`src/include/iic_defs.svh`:
```
/*
  Register offsets, field positions, reset values and timing figures of the two-wire bus
  controller. Assumes a 32-bit bus with one aligned word per register.
*/
`ifndef IIC_DEFS_SVH
`define IIC_DEFS_SVH

`define IIC_OFF_CTRL 8'h00
`define IIC_OFF_STAT 8'h04
`define IIC_OFF_TXQ 8'h08
`define IIC_OFF_RXD 8'h0c
`define IIC_OFF_ISR 8'h10
`define IIC_OFF_IER 8'h14
`define IIC_OFF_OWNADR 8'h18
`define IIC_OFF_GPO 8'h1c

`define IIC_CTRL_EN 0
`define IIC_CTRL_SRST 1
`define IIC_TXQ_START 8
`define IIC_TXQ_STOP 9
`define IIC_ISR_ARB 0
`define IIC_ISR_NACK 1
`define IIC_ISR_TXE 2
`define IIC_ISR_FREE 3
`define IIC_ISR_AAS 4
`define IIC_ISR_W 5

`define IIC_RST_OWNADR 10'h000
`define IIC_WIDE_PREFIX 5'h1e
`define IIC_QUEUE_DEPTH 16
`define IIC_STD_MAX_HZ 100000
`define IIC_FAST_MAX_HZ 400000
`define IIC_FAST_REJECT_NS 50

`endif

```
`src/include/iic_pkg.sv`:
```
/*
  Types shared by the two-wire bus controller modules.
  Assumes nothing beyond a SystemVerilog compiler.
*/
package iic_pkg;
  typedef enum logic [3:0] {
    ST_IDLE, ST_WAIT_FREE, ST_START_A, ST_START_B, ST_BIT_LO, ST_BIT_HI,
    ST_ACK_LO, ST_ACK_HI, ST_THROTTLE, ST_RSTART, ST_STOP_A, ST_STOP_B
  } iic_state_t;
  typedef enum logic [1:0] {SPD_STANDARD, SPD_FAST, SPD_FAST_PLUS} iic_speed_t;
  typedef struct packed {
    logic stop;
    logic start;
    logic [7:0] data;
  } iic_entry_t;
endpackage : iic_pkg

```
`src/include/iic_txq_if.sv`:
```
/*
  Transmit queue carrier between the controller core and its queue.
  Assumes both ends run on the same clock.
*/
`timescale 1ns/1ps
`default_nettype none
interface iic_txq_if;
  logic push;
  iic_pkg::iic_entry_t wdata;
  logic pop;
  logic clr;
  logic full;
  logic empty;
  iic_pkg::iic_entry_t rdata;
  modport user (output push, wdata, pop, clr, input full, empty, rdata);
  modport store (input push, wdata, pop, clr, output full, empty, rdata);
endinterface : iic_txq_if
`default_nettype wire

```
`src/hdl/iic_glitch_filter.sv`:
```
/*
  Three-stage synchroniser followed by a stable-count glitch filter for one bus line.
  Assumes an asynchronous input and a DELAY of 0 to 255 system clock cycles.
*/
`timescale 1ns/1ps
`default_nettype none
module iic_glitch_filter #(
  parameter int unsigned DELAY = 0
) (
  input wire logic ref_clk_i,
  input wire logic sys_rst_i,
  input wire logic clk_en_i,
  input wire logic line_i,
  output logic line_o
);
  localparam logic [7:0] DLY = 8'(DELAY);
  typedef struct packed {
    logic [2:0] sync;
    logic [7:0] cnt;
    logic out;
  } iic_filt_st_t;
  localparam iic_filt_st_t RST = '{sync: 3'h7, cnt: 8'h00, out: 1'b1};
  iic_filt_st_t q, d;

  always_comb begin
    d = q;
    d.sync = {q.sync[1:0], line_i};
    if (q.sync[1] != q.sync[2] || q.sync[2] == q.out) begin
      d.cnt = 8'h00;
    end else if (DLY == 8'h00) begin
      d.out = q.sync[2];
    end else if (q.cnt + 8'h01 >= DLY) begin
      d.out = q.sync[2];
      d.cnt = 8'h00;
    end else begin
      d.cnt = q.cnt + 8'h01;
    end
  end

  always_ff @(posedge ref_clk_i) begin
    if (sys_rst_i) begin
      q <= RST;
    end else if (clk_en_i) begin
      q <= d;
    end
  end

  assign line_o = q.out;
endmodule : iic_glitch_filter
`default_nettype wire

```
`src/hdl/iic_tx_queue.sv`:
```
/*
  Transmit queue holding data bytes with their start and stop flags.
  Assumes push is ignored when full and pop is ignored when empty; head is shown ahead.
*/
`timescale 1ns/1ps
`default_nettype none
module iic_tx_queue #(
  parameter int unsigned DEPTH = 16
) (
  input wire logic ref_clk_i,
  input wire logic sys_rst_i,
  input wire logic clk_en_i,
  iic_txq_if.store txq
);
  localparam int unsigned AW = $clog2(DEPTH);
  typedef struct packed {
    iic_pkg::iic_entry_t [DEPTH-1:0] mem;
    logic [AW-1:0] rd;
    logic [AW-1:0] wr;
    logic [AW:0] cnt;
  } iic_q_st_t;
  iic_q_st_t q, d;
  logic do_push, do_pop;

  always_comb begin
    d = q;
    do_push = txq.push && !txq.full;
    do_pop = txq.pop && !txq.empty;
    if (do_push) begin
      d.mem[q.wr] = txq.wdata;
      d.wr = (q.wr == AW'(DEPTH - 1)) ? '0 : q.wr + 1'b1;
    end
    if (do_pop) begin
      d.rd = (q.rd == AW'(DEPTH - 1)) ? '0 : q.rd + 1'b1;
    end
    d.cnt = q.cnt + (AW + 1)'(do_push) - (AW + 1)'(do_pop);
    if (txq.clr) begin
      d.rd = '0;
      d.wr = '0;
      d.cnt = '0;
    end
  end

  always_ff @(posedge ref_clk_i) begin
    if (sys_rst_i) begin
      q <= '0;
    end else if (clk_en_i) begin
      q <= d;
    end
  end

  assign txq.full = (q.cnt == (AW + 1)'(DEPTH));
  assign txq.empty = (q.cnt == '0);
  assign txq.rdata = q.mem[q.rd];
endmodule : iic_tx_queue
`default_nettype wire

```
`src/hdl/iic_bus_controller_core.sv`:
```
/*
  Two-wire bus controller core: APB registers, dynamic master sequencer, bus monitor,
  slave address detector and interrupt logic. Assumes external open-drain buffers and
  pull-ups on both lines, and a single clock with synchronous active-high reset.
*/
// Contract
// - arbitration is entered only if the bus was free when acquisition was attempted.
// - after its own start the controller releases the bus when another master wins a bit.
// - a request made while the bus is busy waits until the bus is next free.
// - the dynamic path acts only as master with 7-bit addresses.
// - queue entries carrying no start flag while idle leave the dynamic path inactive.
// - start and stop flags sit with the data in the queue and act when the entry is popped.
// - each line filter has a build-time width of 0 to 255 system clock cycles.
// - a filter width of zero still waits for two matching synchronised samples, so one-cycle glitches are dropped.
// - the filters can give at least 50 ns of rejection and may give more.
// - the serial clock is exact only when the system clock is an integer multiple of it.
// - each line is presented as separate input, output and output enable signals.
// - a software soft reset returns all registers to their initial values.
// - while throttling as master transmitter the data line is driven to a build-time level.
// - a build-time option selects 10-bit or 7-bit slave address matching.
// - phase timing uses a half-period low phase at standard rate and a three-fifths low phase at fast and fast-plus rates.
`timescale 1ns/1ps
`default_nettype none
`include "iic_defs.svh"
module iic_bus_controller_core #(
  parameter int unsigned system_clock_hz = 100_000_000,
  parameter int unsigned target_serial_clock_hz = 100_000,
  parameter bit wide_address_enable = 1'b0,
  parameter int unsigned general_output_width = 1,
  parameter int unsigned scl_filter_cycles = 0,
  parameter int unsigned sda_filter_cycles = 0,
  parameter bit sda_throttle_level = 1'b1,
  parameter int unsigned queue_depth = `IIC_QUEUE_DEPTH
) (
  input wire logic ref_clk_i,
  input wire logic sys_rst_i,
  input wire logic clk_en_i,
  input wire logic psel_i,
  input wire logic penable_i,
  input wire logic pwrite_i,
  input wire logic [7:0] paddr_i,
  input wire logic [31:0] pwdata_i,
  output logic [31:0] prdata_o,
  output logic pready_o,
  output logic pslverr_o,
  input wire logic scl_i,
  output logic scl_o,
  output logic scl_oe_o,
  input wire logic sda_i,
  output logic sda_o,
  output logic sda_oe_o,
  output logic irq_o,
  output logic [general_output_width-1:0] gpo_o
);
  function automatic iic_pkg::iic_speed_t speed_of(input int unsigned hz);
    if (hz <= `IIC_STD_MAX_HZ) begin
      return iic_pkg::SPD_STANDARD;
    end else if (hz <= `IIC_FAST_MAX_HZ) begin
      return iic_pkg::SPD_FAST;
    end
    return iic_pkg::SPD_FAST_PLUS;
  endfunction : speed_of

  // integer division: exact only for whole ratios
  function automatic logic [15:0] phase_cycles(input bit high);
    int unsigned period;
    int unsigned low;
    period = system_clock_hz / target_serial_clock_hz;
    if (speed_of(target_serial_clock_hz) == iic_pkg::SPD_STANDARD) begin
      low = period / 2;
    end else begin
      low = (period * 3) / 5;
    end
    return high ? 16'(period - low) : 16'(low);
  endfunction : phase_cycles

  localparam iic_pkg::iic_speed_t SPEED = speed_of(target_serial_clock_hz);
  localparam logic [15:0] T_LOW = phase_cycles(1'b0);
  localparam logic [15:0] T_HIGH = phase_cycles(1'b1);
  localparam int unsigned FAST_REJECT_CYC =
    (`IIC_FAST_REJECT_NS * (system_clock_hz / 1000) + 999_999) / 1_000_000;
  localparam bit FAST_OK = (scl_filter_cycles >= FAST_REJECT_CYC) &&
    (sda_filter_cycles >= FAST_REJECT_CYC);

  typedef struct packed {
    iic_pkg::iic_state_t state;
    logic [15:0] cnt;
    logic [7:0] shreg;
    logic [2:0] bitn;
    logic rd;
    logic adr;
    logic last;
    logic own;
    logic scl_oe;
    logic sda_oe;
    logic sda_o;
    logic busy;
    logic scl_p;
    logic sda_p;
    logic en;
    logic flush;
    logic [`IIC_ISR_W-1:0] isr;
    logic [`IIC_ISR_W-1:0] ier;
    logic [7:0] gpo;
    logic [9:0] own_adr;
    logic [7:0] rx;
    logic rxv;
    logic mon_act;
    logic mon_second;
    logic [3:0] mon_n;
    logic [7:0] mon_sh;
    logic pready;
    logic pslverr;
    logic [31:0] prdata;
    logic irq;
  } iic_core_st_t;

  iic_core_st_t q, d;
  iic_txq_if txq ();
  logic scl_f, sda_f;
  logic setup, access, start_ev, stop_ev, rise, rcv;
  logic [7:0] nsh;
  iic_pkg::iic_entry_t e;

  iic_glitch_filter #(.DELAY(scl_filter_cycles)) u_scl_filt (
    .ref_clk_i(ref_clk_i),
    .sys_rst_i(sys_rst_i),
    .clk_en_i(clk_en_i),
    .line_i(scl_i),
    .line_o(scl_f)
  );

  iic_glitch_filter #(.DELAY(sda_filter_cycles)) u_sda_filt (
    .ref_clk_i(ref_clk_i),
    .sys_rst_i(sys_rst_i),
    .clk_en_i(clk_en_i),
    .line_i(sda_i),
    .line_o(sda_f)
  );

  iic_tx_queue #(.DEPTH(queue_depth)) u_txq (
    .ref_clk_i(ref_clk_i),
    .sys_rst_i(sys_rst_i),
    .clk_en_i(clk_en_i),
    .txq(txq.store)
  );

  always_comb begin
    d = q;
    e = txq.rdata;
    nsh = {q.mon_sh[6:0], sda_f};
    setup = psel_i && !penable_i;
    access = psel_i && penable_i && q.pready;
    rcv = q.rd && !q.adr;
    txq.push = 1'b0;
    txq.pop = 1'b0;
    txq.wdata = pwdata_i[9:0];
    txq.clr = q.flush;
    d.flush = 1'b0;
    // apb slave: answer one cycle after setup
    d.pready = setup;
    if (setup) begin
      d.pslverr = 1'b0;
      d.prdata = 32'h0000_0000;
      case (paddr_i)
        `IIC_OFF_CTRL: d.prdata[`IIC_CTRL_EN] = q.en;
        `IIC_OFF_STAT: d.prdata[7:0] = {FAST_OK, SPEED, q.own, q.busy, q.rxv,
                                        txq.full, txq.empty};
        `IIC_OFF_TXQ: d.pslverr = pwrite_i && txq.full;
        `IIC_OFF_RXD: d.prdata[7:0] = q.rx;
        `IIC_OFF_ISR: d.prdata[`IIC_ISR_W-1:0] = q.isr;
        `IIC_OFF_IER: d.prdata[`IIC_ISR_W-1:0] = q.ier;
        `IIC_OFF_OWNADR: d.prdata[9:0] = q.own_adr;
        `IIC_OFF_GPO: d.prdata[7:0] = q.gpo;
        default: d.pslverr = 1'b1;
      endcase
    end
    if (access && pwrite_i) begin
      case (paddr_i)
        `IIC_OFF_CTRL: d.en = pwdata_i[`IIC_CTRL_EN];
        `IIC_OFF_TXQ: txq.push = 1'b1;
        `IIC_OFF_ISR: d.isr = q.isr & ~pwdata_i[`IIC_ISR_W-1:0];
        `IIC_OFF_IER: d.ier = pwdata_i[`IIC_ISR_W-1:0];
        `IIC_OFF_OWNADR: d.own_adr = pwdata_i[9:0];
        `IIC_OFF_GPO: d.gpo = pwdata_i[7:0];
        default: d.en = q.en;
      endcase
    end
    if (access && !pwrite_i && paddr_i == `IIC_OFF_RXD) begin
      d.rxv = 1'b0;
    end
    // bus monitor
    d.scl_p = scl_f;
    d.sda_p = sda_f;
    start_ev = scl_f && q.scl_p && q.sda_p && !sda_f;
    stop_ev = scl_f && q.scl_p && !q.sda_p && sda_f;
    rise = scl_f && !q.scl_p;
    if (start_ev) begin
      d.busy = 1'b1;
    end else if (stop_ev) begin
      d.busy = 1'b0;
      d.isr[`IIC_ISR_FREE] = 1'b1;
    end
    // slave address detector
    if (start_ev) begin
      d.mon_act = 1'b1;
      d.mon_second = 1'b0;
      d.mon_n = 4'h0;
    end else if (rise && q.mon_act && !q.own) begin
      if (q.mon_n == 4'h8) begin
        d.mon_n = 4'h0;
      end else begin
        d.mon_sh = nsh;
        d.mon_n = q.mon_n + 4'h1;
        if (q.mon_n == 4'h7) begin
          d.mon_act = 1'b0;
          if (q.mon_second) begin
            d.isr[`IIC_ISR_AAS] = d.isr[`IIC_ISR_AAS] | (nsh == q.own_adr[7:0]);
          end else if (wide_address_enable && nsh[7:3] == `IIC_WIDE_PREFIX) begin
            d.mon_act = (nsh[2:1] == q.own_adr[9:8]);
            d.mon_second = 1'b1;
          end else if (!wide_address_enable && nsh[7:1] == q.own_adr[6:0]) begin
            d.isr[`IIC_ISR_AAS] = 1'b1;
          end
        end
      end
    end
    // dynamic master sequencer, 7-bit addressing only
    if (q.cnt != 16'h0000) begin
      d.cnt = q.cnt - 16'h0001;
    end
    d.sda_o = 1'b0;
    case (q.state)
      iic_pkg::ST_IDLE: begin
        d.scl_oe = 1'b0;
        d.sda_oe = 1'b0;
        if (q.en && !txq.empty) begin
          txq.pop = 1'b1;
          if (e.start) begin
            d.shreg = e.data;
            d.rd = e.data[0];
            d.adr = 1'b1;
            d.last = e.stop;
            d.cnt = T_HIGH;
            d.state = q.busy ? iic_pkg::ST_WAIT_FREE : iic_pkg::ST_START_A;
          end
        end
      end
      iic_pkg::ST_WAIT_FREE: begin
        if (!q.busy) begin
          d.cnt = T_HIGH;
          d.state = iic_pkg::ST_START_A;
        end
      end
      iic_pkg::ST_RSTART: begin
        d.scl_oe = 1'b1;
        d.sda_oe = 1'b0;
        if (q.cnt == 16'h0000) begin
          d.cnt = T_HIGH;
          d.state = iic_pkg::ST_START_A;
        end
      end
      iic_pkg::ST_START_A: begin
        d.scl_oe = 1'b0;
        d.sda_oe = 1'b0;
        if (q.busy && !q.own) begin
          d.state = iic_pkg::ST_WAIT_FREE;
        end else if (!scl_f) begin
          d.cnt = T_HIGH;
        end else if (q.cnt == 16'h0000) begin
          d.sda_oe = 1'b1;
          d.cnt = T_HIGH;
          d.state = iic_pkg::ST_START_B;
        end
      end
      iic_pkg::ST_START_B: begin
        if (q.cnt == 16'h0000) begin
          d.scl_oe = 1'b1;
          d.own = 1'b1;
          d.bitn = 3'h7;
          d.cnt = T_LOW;
          d.state = iic_pkg::ST_BIT_LO;
        end
      end
      iic_pkg::ST_BIT_LO: begin
        d.sda_oe = !q.shreg[7];
        if (q.cnt == 16'h0000) begin
          d.scl_oe = 1'b0;
          d.cnt = T_HIGH;
          d.state = iic_pkg::ST_BIT_HI;
        end
      end
      iic_pkg::ST_BIT_HI: begin
        if (!scl_f) begin
          d.cnt = T_HIGH;
        end else if (q.cnt == 16'h0000) begin
          if (!rcv && !q.sda_oe && !sda_f) begin
            d.scl_oe = 1'b0;
            d.sda_oe = 1'b0;
            d.own = 1'b0;
            d.isr[`IIC_ISR_ARB] = 1'b1;
            d.state = iic_pkg::ST_IDLE;
          end else begin
            d.shreg = {q.shreg[6:0], sda_f};
            d.scl_oe = 1'b1;
            d.cnt = T_LOW;
            d.bitn = q.bitn - 3'h1;
            d.state = (q.bitn == 3'h0) ? iic_pkg::ST_ACK_LO : iic_pkg::ST_BIT_LO;
          end
        end
      end
      iic_pkg::ST_ACK_LO: begin
        d.sda_oe = rcv && !q.last;
        if (q.cnt == 16'h0000) begin
          d.scl_oe = 1'b0;
          d.cnt = T_HIGH;
          d.state = iic_pkg::ST_ACK_HI;
        end
      end
      iic_pkg::ST_ACK_HI: begin
        if (!scl_f) begin
          d.cnt = T_HIGH;
        end else if (q.cnt == 16'h0000) begin
          d.scl_oe = 1'b1;
          d.cnt = T_LOW;
          if (!rcv && sda_f) begin
            d.isr[`IIC_ISR_NACK] = 1'b1;
            d.state = iic_pkg::ST_STOP_A;
          end else begin
            if (rcv) begin
              d.rx = q.shreg;
              d.rxv = 1'b1;
            end
            d.state = q.last ? iic_pkg::ST_STOP_A : iic_pkg::ST_THROTTLE;
          end
        end
      end
      iic_pkg::ST_THROTTLE: begin
        d.scl_oe = 1'b1;
        d.sda_oe = !q.rd;
        d.sda_o = !q.rd && sda_throttle_level;
        if (txq.empty && !q.rd) begin
          d.isr[`IIC_ISR_TXE] = 1'b1;
        end
        if (!txq.empty && !(q.rd && q.rxv)) begin
          txq.pop = 1'b1;
          d.last = e.stop;
          d.cnt = T_LOW;
          if (e.start) begin
            d.shreg = e.data;
            d.rd = e.data[0];
            d.adr = 1'b1;
            d.state = iic_pkg::ST_RSTART;
          end else begin
            d.adr = 1'b0;
            d.shreg = q.rd ? 8'hff : e.data;
            d.bitn = 3'h7;
            d.state = iic_pkg::ST_BIT_LO;
          end
        end
      end
      iic_pkg::ST_STOP_A: begin
        d.sda_oe = 1'b1;
        if (q.cnt == 16'h0000) begin
          d.scl_oe = 1'b0;
          d.cnt = T_HIGH;
          d.state = iic_pkg::ST_STOP_B;
        end
      end
      iic_pkg::ST_STOP_B: begin
        if (!scl_f) begin
          d.cnt = T_HIGH;
        end else if (q.cnt == 16'h0000) begin
          d.sda_oe = 1'b0;
          d.own = 1'b0;
          d.state = iic_pkg::ST_IDLE;
        end
      end
      default: d.state = iic_pkg::ST_IDLE;
    endcase
    d.irq = |(q.isr & q.ier);
    if (access && pwrite_i && paddr_i == `IIC_OFF_CTRL && pwdata_i[`IIC_CTRL_SRST]) begin
      d = '0;
      d.own_adr = `IIC_RST_OWNADR;
      d.scl_p = scl_f;
      d.sda_p = sda_f;
      d.flush = 1'b1;
    end
  end

  always_ff @(posedge ref_clk_i) begin
    if (sys_rst_i) begin
      q <= '0;
    end else if (clk_en_i) begin
      q <= d;
    end
  end

  assign prdata_o = q.prdata;
  assign pready_o = q.pready;
  assign pslverr_o = q.pslverr;
  assign scl_o = 1'b0;
  assign scl_oe_o = q.scl_oe;
  assign sda_o = q.sda_o;
  assign sda_oe_o = q.sda_oe;
  assign irq_o = q.irq;
  assign gpo_o = q.gpo[general_output_width-1:0];
endmodule : iic_bus_controller_core
`default_nettype wire

```
`config.mk`:
```
export PLATFORM = sky130hd
export DESIGN_NAME = iic_bus_controller_core
export DESIGN_NICKNAME = d
export VERILOG_FILES = /design/src/include/iic_pkg.sv /design/src/include/iic_txq_if.sv /design/src/hdl/iic_glitch_filter.sv /design/src/hdl/iic_tx_queue.sv /design/src/hdl/iic_bus_controller_core.sv
export VERILOG_INCLUDE_DIRS = /design/src /design/src/include
export SDC_FILE = /design/constraint.sdc
export NUM_CORES = 1
export LEC_CHECK = 0
export BUFFER_PORTS_ARGS = -buffer_cell sky130_fd_sc_hd__buf_2
export CELL_PAD_IN_SITES_DETAIL_PLACEMENT = 2
export CELL_PAD_IN_SITES_GLOBAL_PLACEMENT = 2
export CORE_AREA = 2 2 203 205
export DETAILED_ROUTE_END_ITERATION = 7
export DIE_AREA = 0 0 205 207
export PLACE_DENSITY_LB_ADDON = 0.08
export SLEW_MARGIN = 20
export SYNTH_ARGS = -nofsm -noshare
export SYNTH_HDL_FRONTEND = slang
export SYNTH_SLANG_ARGS = --single-unit
```
`constraint.sdc`:
```
create_clock -name ref_clk_i -period 4.4 [get_ports ref_clk_i]
set_input_delay 0.44 -clock ref_clk_i [delete_from_list [all_inputs] [get_ports ref_clk_i]]
set_output_delay 0.44 -clock ref_clk_i [all_outputs]
set_load 0.005 [all_outputs]
```
==> results of run 1 <==
[state kept, by name, indices dropped and copies added (netlist names), 2 cells and up]
| name | count |
|---|---|
| prdata_o | 10 |
| q | 80 |
| u_scl_filt.d | 2 |
| nsh | 7 |
| u_txq.q | 173 |
| u_sda_filt.d | 2 |
[per-layer routing]
layer  global-route usage, %  routed length, um  vias to the layer above  share of wire (%)
met5                       0                  0                        -                  0
met4                   9.799               1872                        0                3.5
met3                   3.005               1601                       92                3.0
met2                   42.92              25980                      200                 48
met1                   33.11              24330                     6837                 45
li1                        -                  -                     6263                  -
[synth_stat cells, types with 9 or more instances]
| cell type | count |
|---|---|
| sky130_fd_sc_hd__a31oi_1 | 12 |
| sky130_fd_sc_hd__xor2_1 | 11 |
| sky130_fd_sc_hd__a22o_1 | 16 |
| sky130_fd_sc_hd__a22oi_1 | 44 |
| sky130_fd_sc_hd__nor3_1 | 24 |
| sky130_fd_sc_hd__nand2b_1 | 15 |
| sky130_fd_sc_hd__dfxtp_1 | 286 |
| sky130_fd_sc_hd__nor2b_1 | 11 |
| sky130_fd_sc_hd__o21ai_0 | 176 |
| sky130_fd_sc_hd__nand3_1 | 31 |
| sky130_fd_sc_hd__buf_4 | 37 |
| sky130_fd_sc_hd__and3_1 | 11 |
| sky130_fd_sc_hd__a21oi_1 | 199 |
| sky130_fd_sc_hd__mux4_2 | 37 |
| sky130_fd_sc_hd__mux2i_1 | 76 |
| sky130_fd_sc_hd__a21o_1 | 10 |
| sky130_fd_sc_hd__nor2_1 | 158 |
| sky130_fd_sc_hd__inv_1 | 30 |
| sky130_fd_sc_hd__and2_1 | 12 |
| sky130_fd_sc_hd__ha_1 | 17 |
| sky130_fd_sc_hd__buf_2 | 16 |
| sky130_fd_sc_hd__a32oi_1 | 9 |
| sky130_fd_sc_hd__nand2_1 | 246 |
| sky130_fd_sc_hd__nor2_2 | 14 |
| sky130_fd_sc_hd__clkbuf_1 | 111 |
[worst max-delay path: stages (launching register included)]
cell and delay, ps:
sky130_fd_sc_hd__dfxtp_1 330, sky130_fd_sc_hd__inv_1 80, sky130_fd_sc_hd__ha_1 190, sky130_fd_sc_hd__or4b_1 580
sky130_fd_sc_hd__nand3_1 280, sky130_fd_sc_hd__o21ai_1 310, sky130_fd_sc_hd__ha_1 370, sky130_fd_sc_hd__inv_1 70
sky130_fd_sc_hd__ha_1 170, sky130_fd_sc_hd__inv_1 60, sky130_fd_sc_hd__fa_1 420, sky130_fd_sc_hd__inv_1 70
sky130_fd_sc_hd__a21oi_1 60, sky130_fd_sc_hd__o21bai_1 190, sky130_fd_sc_hd__xnor2_1 170, sky130_fd_sc_hd__mux2i_1 220
sky130_fd_sc_hd__a2bb2oi_1 170, sky130_fd_sc_hd__nor2_1 50
[final timing paths]
check,depth (start not counted),slack [ps],to,startpoint
max,17,460,u_txq.q[4],u_txq.q[3]
min,3,100,u_sda_filt.d[10],sda_i
max reg2reg,17,460,u_txq.q[4],u_txq.q[3]
min reg2reg,2,460,sda_o,sda_o
[cell type report]
type,instances,area share (%)
Multi-Input combinational cell,1313,49.77
Sequential cell,286,34.94
Clock buffer,53,6.442
Tap cell,532,4.061
Timing Repair Buffer,77,2.939
Clock inverter,12,1.114
Inverter,32,0.7328
[where the power goes]
group / switching, mW / internal, mW
Combinational: 0.661 / 0.332
Clock: 1.23 / 1.91
Sequential: 0.0928 / 2.65
[kinds of logic (layout without fill, tap and decap cells)]
logic type / after synthesis / after routing / synth area share [%]
DFF: 286 / 286 / 38.86
buffers and inverters: 206 / 174 / 6.385
adders and majority gates: 18 / 18 / 1.579
and+or+nand+nor: 588 / 588 / 18.68
xor gates and xnor gates: 16 / 16 / 0.9510
other: 1 / 23 / 0.02545
muxes: 118 / 118 / 11.20
AOI/OAI and AO/OA: 550 / 550 / 22.32
[stage by stage]
step	utilization, %	instance area [um^2]	worst slack, ps
2_1_floorplan	-	14820	1121
3_3_place_gp	37.52	15150	528.4
3_5_place_dp	37.54	15150	428.4
4_1_cts	40.61	16390	420.2
5_1_grt	40.61	16390	91.90
6_report	40.61	16390	460.8
==> metrics.log, run 1 <==
INFO  metric outcome = completed
INFO  metric async_flop_share = 0%
INFO  metric postSynthRegisterBits = 286
INFO  metric buffer_type_at_the_clock_tree_root = sky130_fd_sc_hd__clkbuf_16
INFO  metric worst_pin_slew = 1074 ps
INFO  metric path_clk_slew = 60 ps
INFO  metric ant_nets = 0
INFO  metric cts.sinks = 286
INFO  metric drt-wirelength-per-cell = 23.33 um
INFO  metric die_area = 0.04244 mm^2
INFO  metric design.core.area = 0.04037 mm^2
INFO  metric worstPathArrival = 4350 ps
INFO  metric min-delay-path-class = primary input to register
INFO  metric detail_route.wirelength = 53780 um
INFO  metric crit_path_end_kind = register
INFO  metric ys_warns = 0
INFO  metric synth.largest_area_cell = sky130_fd_sc_hd__dfxtp_1
INFO  metric die_width = 205 um
INFO  metric final_count_of_pins_violating_max_slew = 0
INFO  metric dpl.cell_count = 2240
INFO  metric final_cell_mix = 284 x sky130_fd_sc_hd__dfxtp_1, 246 x sky130_fd_sc_hd__nand2_1, 199 x sky130_fd_sc_hd__a21oi_1
INFO  metric overall_via_count_from_detail_route = 13390
INFO  metric timing.clock.skew = 14.98 ps
INFO  metric yosysTopAreaCellShare = 38.86%
INFO  metric mostFrequentLayoutCell = sky130_fd_sc_hd__dfxtp_1
INFO  metric antenna-diode-count = 0
INFO  metric synth.top_cells.by_area = sky130_fd_sc_hd__dfxtp_1 39%, sky130_fd_sc_hd__a21oi_1 6.8%, sky130_fd_sc_hd__nand2_1 6.3%, sky130_fd_sc_hd__o21ai_0 6.0%, sky130_fd_sc_hd__mux4_2 5.7%
INFO  metric report.final.hold_viol_count = 0
INFO  metric post-layout-total-power = 6.874 mW
INFO  metric total_negative_slack_for_setup_checks = 0 ps
INFO  metric grt_max_degree = 115
INFO  metric fin_cells = 2305
INFO  metric drt_iter0_drc = 728
INFO  metric timing.final.crit_share = 89.53%
INFO  metric synth.cell_area = 0.01474 mm^2
INFO  metric max_cap_violations = 0
INFO  metric post_cts_resize_count = 0
INFO  metric tritoncts_clock_tree = built
INFO  metric cts_max_level = 2
INFO  metric worstSetupStartpointType = register
INFO  metric p_leak = 5.641 nW
INFO  metric multi_input_comb_area = 0.008158 mm^2
INFO  metric hpwl = 35380 um
INFO  metric core.rowCount = 74
INFO  metric cts_setup_buffers = 0
INFO  metric rsz0062_at_grt = false
INFO  metric final_net_count = 1813
INFO  metric growth_of_design_area_from_synthesis_to_finish = 11.24%
INFO  metric holdBufCountCts = 0
INFO  metric synthesis.instances = 1783
INFO  metric grt_pass1_wl = 84500 um
INFO  metric drcViolationCount = 0
INFO  metric track_usage = 25.44%
INFO  metric detail_routed_via_count_per_cell = 5.810
INFO  metric max-clock-path-buffers = 3
INFO  metric first_global_vias = 14370
INFO  metric globalRouteOverflowTotal = 0
INFO  metric postSynthAreaPerCell = 8.264 um^2
INFO  metric seq_area_frac_synth = 38.86%
INFO  metric finalWeightedCongestion = 0.8383
INFO  metric area.sequential = 0.005728 mm^2
INFO  metric holdWs = 104.5 ps
INFO  metric firstDrtPassIters = 5
INFO  metric vdd_ir_drop_max = 0.0002486 V
INFO  metric slew-limit-headroom = 28.21%
INFO  metric initial_core_util = 36.50%
INFO  metric die-height = 207 um
INFO  metric p_per_area = 419.4 mW/mm^2
INFO  metric worstSetupPathType = register to register
INFO  metric io_buffer_count = 42
INFO  metric crit_required = 4820 ps
INFO  metric period_minus_slack = 3939 ps
INFO  metric ys_types = 84
INFO  metric fraction_of_final_layout_cells_sized_beyond_drive_strength_1 = 12.13%
INFO  metric worst-path-max-fanout = 9
INFO  metric number_of_antenna_violations_at_the_first_check_in_global_routing = 0
INFO  metric maxClockFrequency = 253.9 MHz
INFO  metric final_report_setup_violation_count = 0
INFO  metric fill_cells = 4546
INFO  metric clock_latency = 560 ps
INFO  metric count_of_flip_flops_with_a_built_in_enable_after_synthesis = 0
INFO  metric io-pin-count = 88
INFO  metric top_ff_cell_synth = sky130_fd_sc_hd__dfxtp_1
INFO  metric cts-buffers-inserted = 37
(Power assumes the default switching activity.)
==> run 2, diff against run 1 <==
Settings changed: BUFFER_PORTS_ARGS -buffer_cell sky130_fd_sc_hd__buf_2 to unset, CORE_AREA 2 2 203 205 to 2 2 198 200, DIE_AREA 0 0 205 207 to 0 0 200 202, DONT_BUFFER_PORTS set to 1.
==> run 2 against run 1 <==
Combinational power fell by 9.5%. Via count fell by 0.45%. Clock skew fell by 2.3 ps. Utilization rose by 1.7 points. Highest routed layer unchanged.
==> metrics.log, run 2 (synthesis gave the netlist of run 1 again) <==
INFO  metric number_of_antenna_violations_at_the_first_check_in_global_routing = 1
INFO  metric outcome = completed
INFO  metric p_per_area = 414.0 mW/mm^2
INFO  metric worstPathArrival = 4330 ps
INFO  metric largest_register_ffs = 173
INFO  metric crit_required = 4820 ps
INFO  metric io_buffer_count = 0
INFO  metric die_width = 200 um
INFO  metric cts-buffers-inserted = 36
INFO  metric timing.clock.skew = 12.72 ps
INFO  metric clock_latency = 550 ps
INFO  metric timing.reg2reg.worst_path_depth = 17
INFO  metric period_minus_slack = 3912 ps
INFO  metric detail_route.wirelength = 54650 um
INFO  metric power_switching = 1.875 mW
INFO  metric report.final.hold_viol_count = 0
INFO  metric core.rowCount = 72
INFO  metric design.core.area = 0.03829 mm^2
INFO  metric drcViolationCount = 0
INFO  metric worstSetupPathType = register to register
INFO  metric path_clk_slew = 60 ps
INFO  metric die_area = 0.04040 mm^2
INFO  metric io-pin-count = 88
INFO  metric final.setup.worst_slack = 488.4 ps
INFO  metric power.switching_fraction = 27.93%
INFO  metric max_cap_violations = 0
INFO  metric grt_max_degree = 195
INFO  metric final_cell_mix = 284 x sky130_fd_sc_hd__dfxtp_1, 246 x sky130_fd_sc_hd__nand2_1, 199 x sky130_fd_sc_hd__a21oi_1
INFO  metric rsz0062_at_grt = false
INFO  metric min-delay-path-class = primary input to register
INFO  metric mostFrequentLayoutCell = sky130_fd_sc_hd__dfxtp_1
INFO  metric first_global_vias = 14390
INFO  metric final_net_count = 1777
INFO  metric fraction_of_final_layout_cells_sized_beyond_drive_strength_1 = 10.14%
INFO  metric timing.final.crit_share = 88.90%
INFO  metric clkPwrFrac = 45.7%
INFO  metric growth_of_design_area_from_synthesis_to_finish = 10.04%
INFO  metric top_register = u_txq.q
INFO  metric holdWs = 22.60 ps
INFO  metric slew-limit-headroom = 29.40%
INFO  metric pre_cts_ws = 551.3 ps
INFO  metric detail_routed_via_count_per_cell = 5.917
INFO  metric cts_max_level = 2
INFO  metric cts_setup_buffers = 0
INFO  metric cts.sinks = 286
INFO  metric p_leak = 5.467 nW
INFO  metric maxClockFrequency = 255.6 MHz
INFO  metric finalWeightedCongestion = 0.8496
INFO  metric worst-path-max-fanout = 9
INFO  metric final_report_setup_violation_count = 0
INFO  metric comb_power_share = 13.4%
INFO  metric initial_core_util = 38.49%
INFO  metric globalRouteOverflowTotal = 0
INFO  metric buffer_type_at_the_clock_tree_root = sky130_fd_sc_hd__clkbuf_16
INFO  metric worstHoldPathCells = 2
INFO  metric antenna-diode-count = 0
INFO  metric max-clock-path-buffers = 3
INFO  metric pwr-share-seq = 40.9%
INFO  metric vdd_ir_drop_max = 0.0002446 V
INFO  metric ant_nets = 0
INFO  metric drt-wirelength-per-cell = 24.25 um
INFO  metric grt_pass1_wl = 85260 um
INFO  metric crit_path_end_kind = register
INFO  metric worst_pin_slew = 1055 ps
INFO  metric fill_cells = 4255
INFO  metric tritoncts_clock_tree = built
INFO  metric worstSetupStartpointType = register
INFO  metric track_usage = 27.37%
INFO  metric die-height = 202 um
INFO  metric total_negative_slack_for_setup_checks = 0 ps
INFO  metric final_count_of_pins_violating_max_slew = 0
INFO  metric internal_power = 4.838 mW
INFO  metric overall_via_count_from_detail_route = 13330
INFO  metric firstDrtPassIters = 5
INFO  metric drt_iter0_drc = 697
INFO  metric hpwl = 35660 um
run 2: cell count changes in the layout (fill, tap and decap cells not counted), sizes merged:
cell | before | now
clkinvlp | 0 | 1
buf | 76 | 38
bufinv | 4 | 2
inv | 34 | 31
dlygate4sd3 | 0 | 4
run 2: per-layer routing:
layer  wire (um)  vias up  part of all wire [%]  global-route usage [%]
met2       27270      219                    50                   47.73
li1            -     6188                     -                       -
met3        1979      100                   3.6                   3.554
met1       23670     6825                    43                   34.39
met5           0        -                     0                       0
met4        1726        0                   3.2                   9.868
run 2: metrics by stage:
step | util [%] | cells | power [mW] | area (um^2)
2_1_floorplan | - | 1805 | 3.477 | 14820
3_3_place_gp | 38.98 | 2186 | 3.641 | 14930
6_report | 42.35 | 2253 | 6.713 | 16210
3_5_place_dp | 39.00 | 2186 | 3.683 | 14930
5_1_grt | 42.35 | 2253 | 6.985 | 16210
4_1_cts | 42.35 | 2253 | 6.782 | 16210
run 2: power groups by stage:
stage	Clock [mW]	Sequential [mW]	Combinational, mW
5_1_grt	3.23	2.76	0.999
3_5_place_dp	0	2.80	0.884
6_report	3.07	2.74	0.899
2_1_floorplan	0	2.76	0.713
4_1_cts	3.13	2.74	0.909
3_3_place_gp	0	2.79	0.847
run 2: critical path, cell delays in order (launching register included):
cell and delay, ps:
sky130_fd_sc_hd__dfxtp_1 330, sky130_fd_sc_hd__inv_1 100, sky130_fd_sc_hd__ha_1 200, sky130_fd_sc_hd__or4b_1 600, sky130_fd_sc_hd__nand3_1 260, sky130_fd_sc_hd__o21ai_1 280, sky130_fd_sc_hd__ha_1 360, sky130_fd_sc_hd__inv_1 60
sky130_fd_sc_hd__ha_1 160, sky130_fd_sc_hd__inv_1 70, sky130_fd_sc_hd__fa_1 420, sky130_fd_sc_hd__inv_1 70, sky130_fd_sc_hd__a21oi_1 60, sky130_fd_sc_hd__o21bai_1 170, sky130_fd_sc_hd__xnor2_1 170, sky130_fd_sc_hd__mux2i_1 230
sky130_fd_sc_hd__a2bb2oi_1 170, sky130_fd_sc_hd__nor2_1 50
run 2: path summary, 6_finish.rpt:
kind          startpoint          end  slack, ps
max           u_txq.q[2]   u_txq.q[4]        490
min          pwdata_i[5]  u_txq.q[88]         20
max reg2reg   u_txq.q[2]   u_txq.q[4]        490
min reg2reg        q[65]        q[65]        470
run 2: layout make-up:
type,instances,area [um^2],share of cell area (%)
multi-input cells,1313,8158,50.31
flip-flops and latches,286,5728,35.33
clock buffers,54,1111,6.852
well taps,518,648.1,3.997
repair buffers,42,345.3,2.130
inverters,32,120.1,0.7408
clock inverters,8,103.9,0.6405
run 2: what timing repair did:
action                    CTS  global route
gates resized for setup     0             0
hold buffers                5             0
hold endpoints to repair   55             0
==> run 3, diff against run 2 <==
--- a/config.mk
+++ b/config.mk
@@ -13,5 +13,5 @@
 export DIE_AREA = 0 0 200 202
 export DONT_BUFFER_PORTS = 1
-export PLACE_DENSITY_LB_ADDON = 0.08
+export PLACE_DENSITY_LB_ADDON = 0.1
 export SLEW_MARGIN = 20
 export SYNTH_ARGS = -nofsm -noshare
==> constraint.sdc (replaced) <==
create_clock -name ref_clk_i -period 4.4 [get_ports ref_clk_i]
set_input_delay 0.88 -clock ref_clk_i [delete_from_list [all_inputs] [get_ports ref_clk_i]]
set_output_delay 0.88 -clock ref_clk_i [all_outputs]
set_load 0.005 [all_outputs]
==> run 3 against run 2 <==
Clock-buffer cell count is 3 lower. Sequential cell count did not move. Clock power shrank 5%. Worst setup slack lost 50 ps. Critical path depth stayed put. Die area is the same. Maximum frequency is 1.3% lower. Clock skew shrank 1.9 ps. Largest cell class unchanged. Sequential power is essentially flat. Non-clock buffer count fell by 2.
==> metrics.log, run 3 (synthesis gave the netlist of run 1 again) <==
INFO  metric final.setup.worst_slack = 438.8 ps
INFO  metric maxClockFrequency = 252.4 MHz
INFO  metric drt_iter0_drc = 658
INFO  metric crit_path_end_kind = register
INFO  metric final_cell_mix = 284 x sky130_fd_sc_hd__dfxtp_1, 246 x sky130_fd_sc_hd__nand2_1, 199 x sky130_fd_sc_hd__a21oi_1
INFO  metric die_area = 0.04040 mm^2
INFO  metric post_cts_resize_count = 0
INFO  metric die-height = 202 um
INFO  metric slowest_stage = sky130_fd_sc_hd__or4b_1
INFO  metric initial_core_util = 38.49%
INFO  metric timing.clock.skew = 10.82 ps
INFO  metric cts_setup_buffers = 0
INFO  metric detail_routed_via_count_per_cell = 5.861
INFO  metric cpLargestDelayFamily = adder cells
INFO  metric grt_pass1_wl = 83550 um
INFO  metric growth_of_design_area_from_synthesis_to_finish = 9.188%
INFO  metric total_negative_slack_for_setup_checks = 0 ps
INFO  metric cts_max_level = 2
INFO  metric ant_nets = 0
INFO  metric number_of_antenna_violations_at_the_first_check_in_global_routing = 0
INFO  metric top_register = u_txq.q
INFO  metric crit_required = 4820 ps
INFO  metric outcome = completed
INFO  metric fraction_of_final_layout_cells_sized_beyond_drive_strength_1 = 10.05%
INFO  metric p_leak = 5.408 nW
INFO  metric pre_cts_ws = 544.6 ps
INFO  metric first_global_vias = 14480
INFO  metric report.final.hold_viol_count = 0
INFO  metric io-pin-count = 88
INFO  metric core.rowCount = 72
INFO  metric clock_latency = 540 ps
INFO  metric antenna-diode-count = 0
INFO  metric tritoncts_clock_tree = built
INFO  metric grt_max_degree = 257
INFO  metric path_clk_slew = 60 ps
INFO  metric finalWeightedCongestion = 0.8469
INFO  metric worstSetupPathType = register to register
INFO  metric holdBufCountCts = 0
INFO  metric final_net_count = 1774
INFO  metric critical_path.cell_chain = inv_1 > ha_1 > or4b_1 > nand3_1 > o21ai_1 > ha_1 > inv_1 > ha_1 > inv_1 > fa_1 > inv_1 > a21oi_1 > o21bai_1 > xnor2_1 > mux2i_1 > a2bb2oi_1 > nor2_1
INFO  metric io_buffer_count = 0
INFO  metric crit_path_max_incr_delay = 610 ps
INFO  metric drcViolationCount = 0
INFO  metric final_report_setup_violation_count = 0
INFO  metric rsz0062_at_grt = false
INFO  metric worstSetupStartpointType = register
INFO  metric largest_register_ffs = 173
INFO  metric max_cap_violations = 0
INFO  metric timing.final.crit_share = 90.03%
INFO  metric detail_route.wirelength = 52890 um
INFO  metric hpwl = 35220 um
INFO  metric vdd_ir_drop_max = 0.0003094 V
INFO  metric globalRouteOverflowTotal = 0
INFO  metric critical_path.most_common_cell = sky130_fd_sc_hd__inv_1
INFO  metric worstPathArrival = 4380 ps
INFO  metric die_width = 200 um
INFO  metric buffer_type_at_the_clock_tree_root = sky130_fd_sc_hd__clkbuf_16
INFO  metric worst-path-max-fanout = 9
INFO  metric p_per_area = 406.2 mW/mm^2
INFO  metric min-delay-path-class = primary input to register
INFO  metric mostFrequentLayoutCell = sky130_fd_sc_hd__dfxtp_1
INFO  metric track_usage = 26.67%
INFO  metric period_minus_slack = 3961 ps
INFO  metric drt-wirelength-per-cell = 23.52 um
INFO  metric worst_pin_slew = 1089 ps
INFO  metric max-clock-path-buffers = 3
INFO  metric critPathBufInv = 4
INFO  metric cts-buffers-inserted = 35
INFO  metric cts.sinks = 286
INFO  metric overall_via_count_from_detail_route = 13180
INFO  metric slew-limit-headroom = 27.12%
INFO  metric final_count_of_pins_violating_max_slew = 0
INFO  metric design.core.area = 0.03829 mm^2
INFO  metric firstDrtPassIters = 5
[run 3: cell count changes in the layout (fill, tap and decap cells not counted), moves of 3 or more]
cell	delta
sky130_fd_sc_hd__dlygate4sd3_1	-4
sky130_fd_sc_hd__clkbuf_16	-3
sky130_fd_sc_hd__buf_4	+3
sky130_fd_sc_hd__clkbuf_1	+3
sky130_fd_sc_hd__clkbuf_8	-3
[run 3: worst paths after layout]
kind | slack, ps | endpoint | cells past startpoint | start
setup / recovery | 440 | u_txq.q[4] | 17 | u_txq.q[2]
hold / removal | 420 | scl_oe_o | 1 | sys_rst_i
hold reg to reg | 460 | q[100] | 2 | q[100]
setup reg to reg | 440 | u_txq.q[4] | 17 | u_txq.q[2]
[run 3: cell type report]
| class | count | area, um^2 |
|---|---|---|
| well taps | 518 | 648.1 |
| clock inverters | 9 | 126.4 |
| fillers | 4293 | 22200 |
| repair buffers | 40 | 300.3 |
| flip-flops and latches | 286 | 5728 |
| inverters | 32 | 120.1 |
| clock buffers | 51 | 1006 |
| multi-input cells | 1313 | 8160 |
[run 3: metal layers]
metal  vias to the layer above  global-route usage (%)  part of all wire (%)
li1                       6173                       -                     -
met1                      6733                   33.43                    44
met2                       197                   46.91                    50
met3                        78                   3.854                   3.1
met4                         0                   8.386                   2.8
met5                         -                       0                     0
[run 3: metrics by stage]
| step | hold slack (ps) | area [um^2] | cells | power (mW) | util (%) |
|---|---|---|---|---|---|
| 2_1_floorplan | 432.4 | 14820 | 1805 | 3.477 | - |
| 3_3_place_gp | 447.3 | 14950 | 2189 | 3.618 | 39.05 |
| 3_5_place_dp | 456.6 | 14960 | 2189 | 3.659 | 39.07 |
| 4_1_cts | 410.7 | 16090 | 2249 | 6.601 | 42.02 |
| 5_1_grt | 405.7 | 16090 | 2249 | 6.832 | 42.02 |
| 6_report | 423.5 | 16090 | 2249 | 6.535 | 42.02 |
[run 3: power by group]
group | leakage [nW] | total (mW) | switching (mW) | internal (mW)
Clock | 0.555 | 2.92 | 1.16 | 1.76
Sequential | 2.31 | 2.74 | 0.0911 | 2.65
Combinational | 2.55 | 0.869 | 0.548 | 0.321
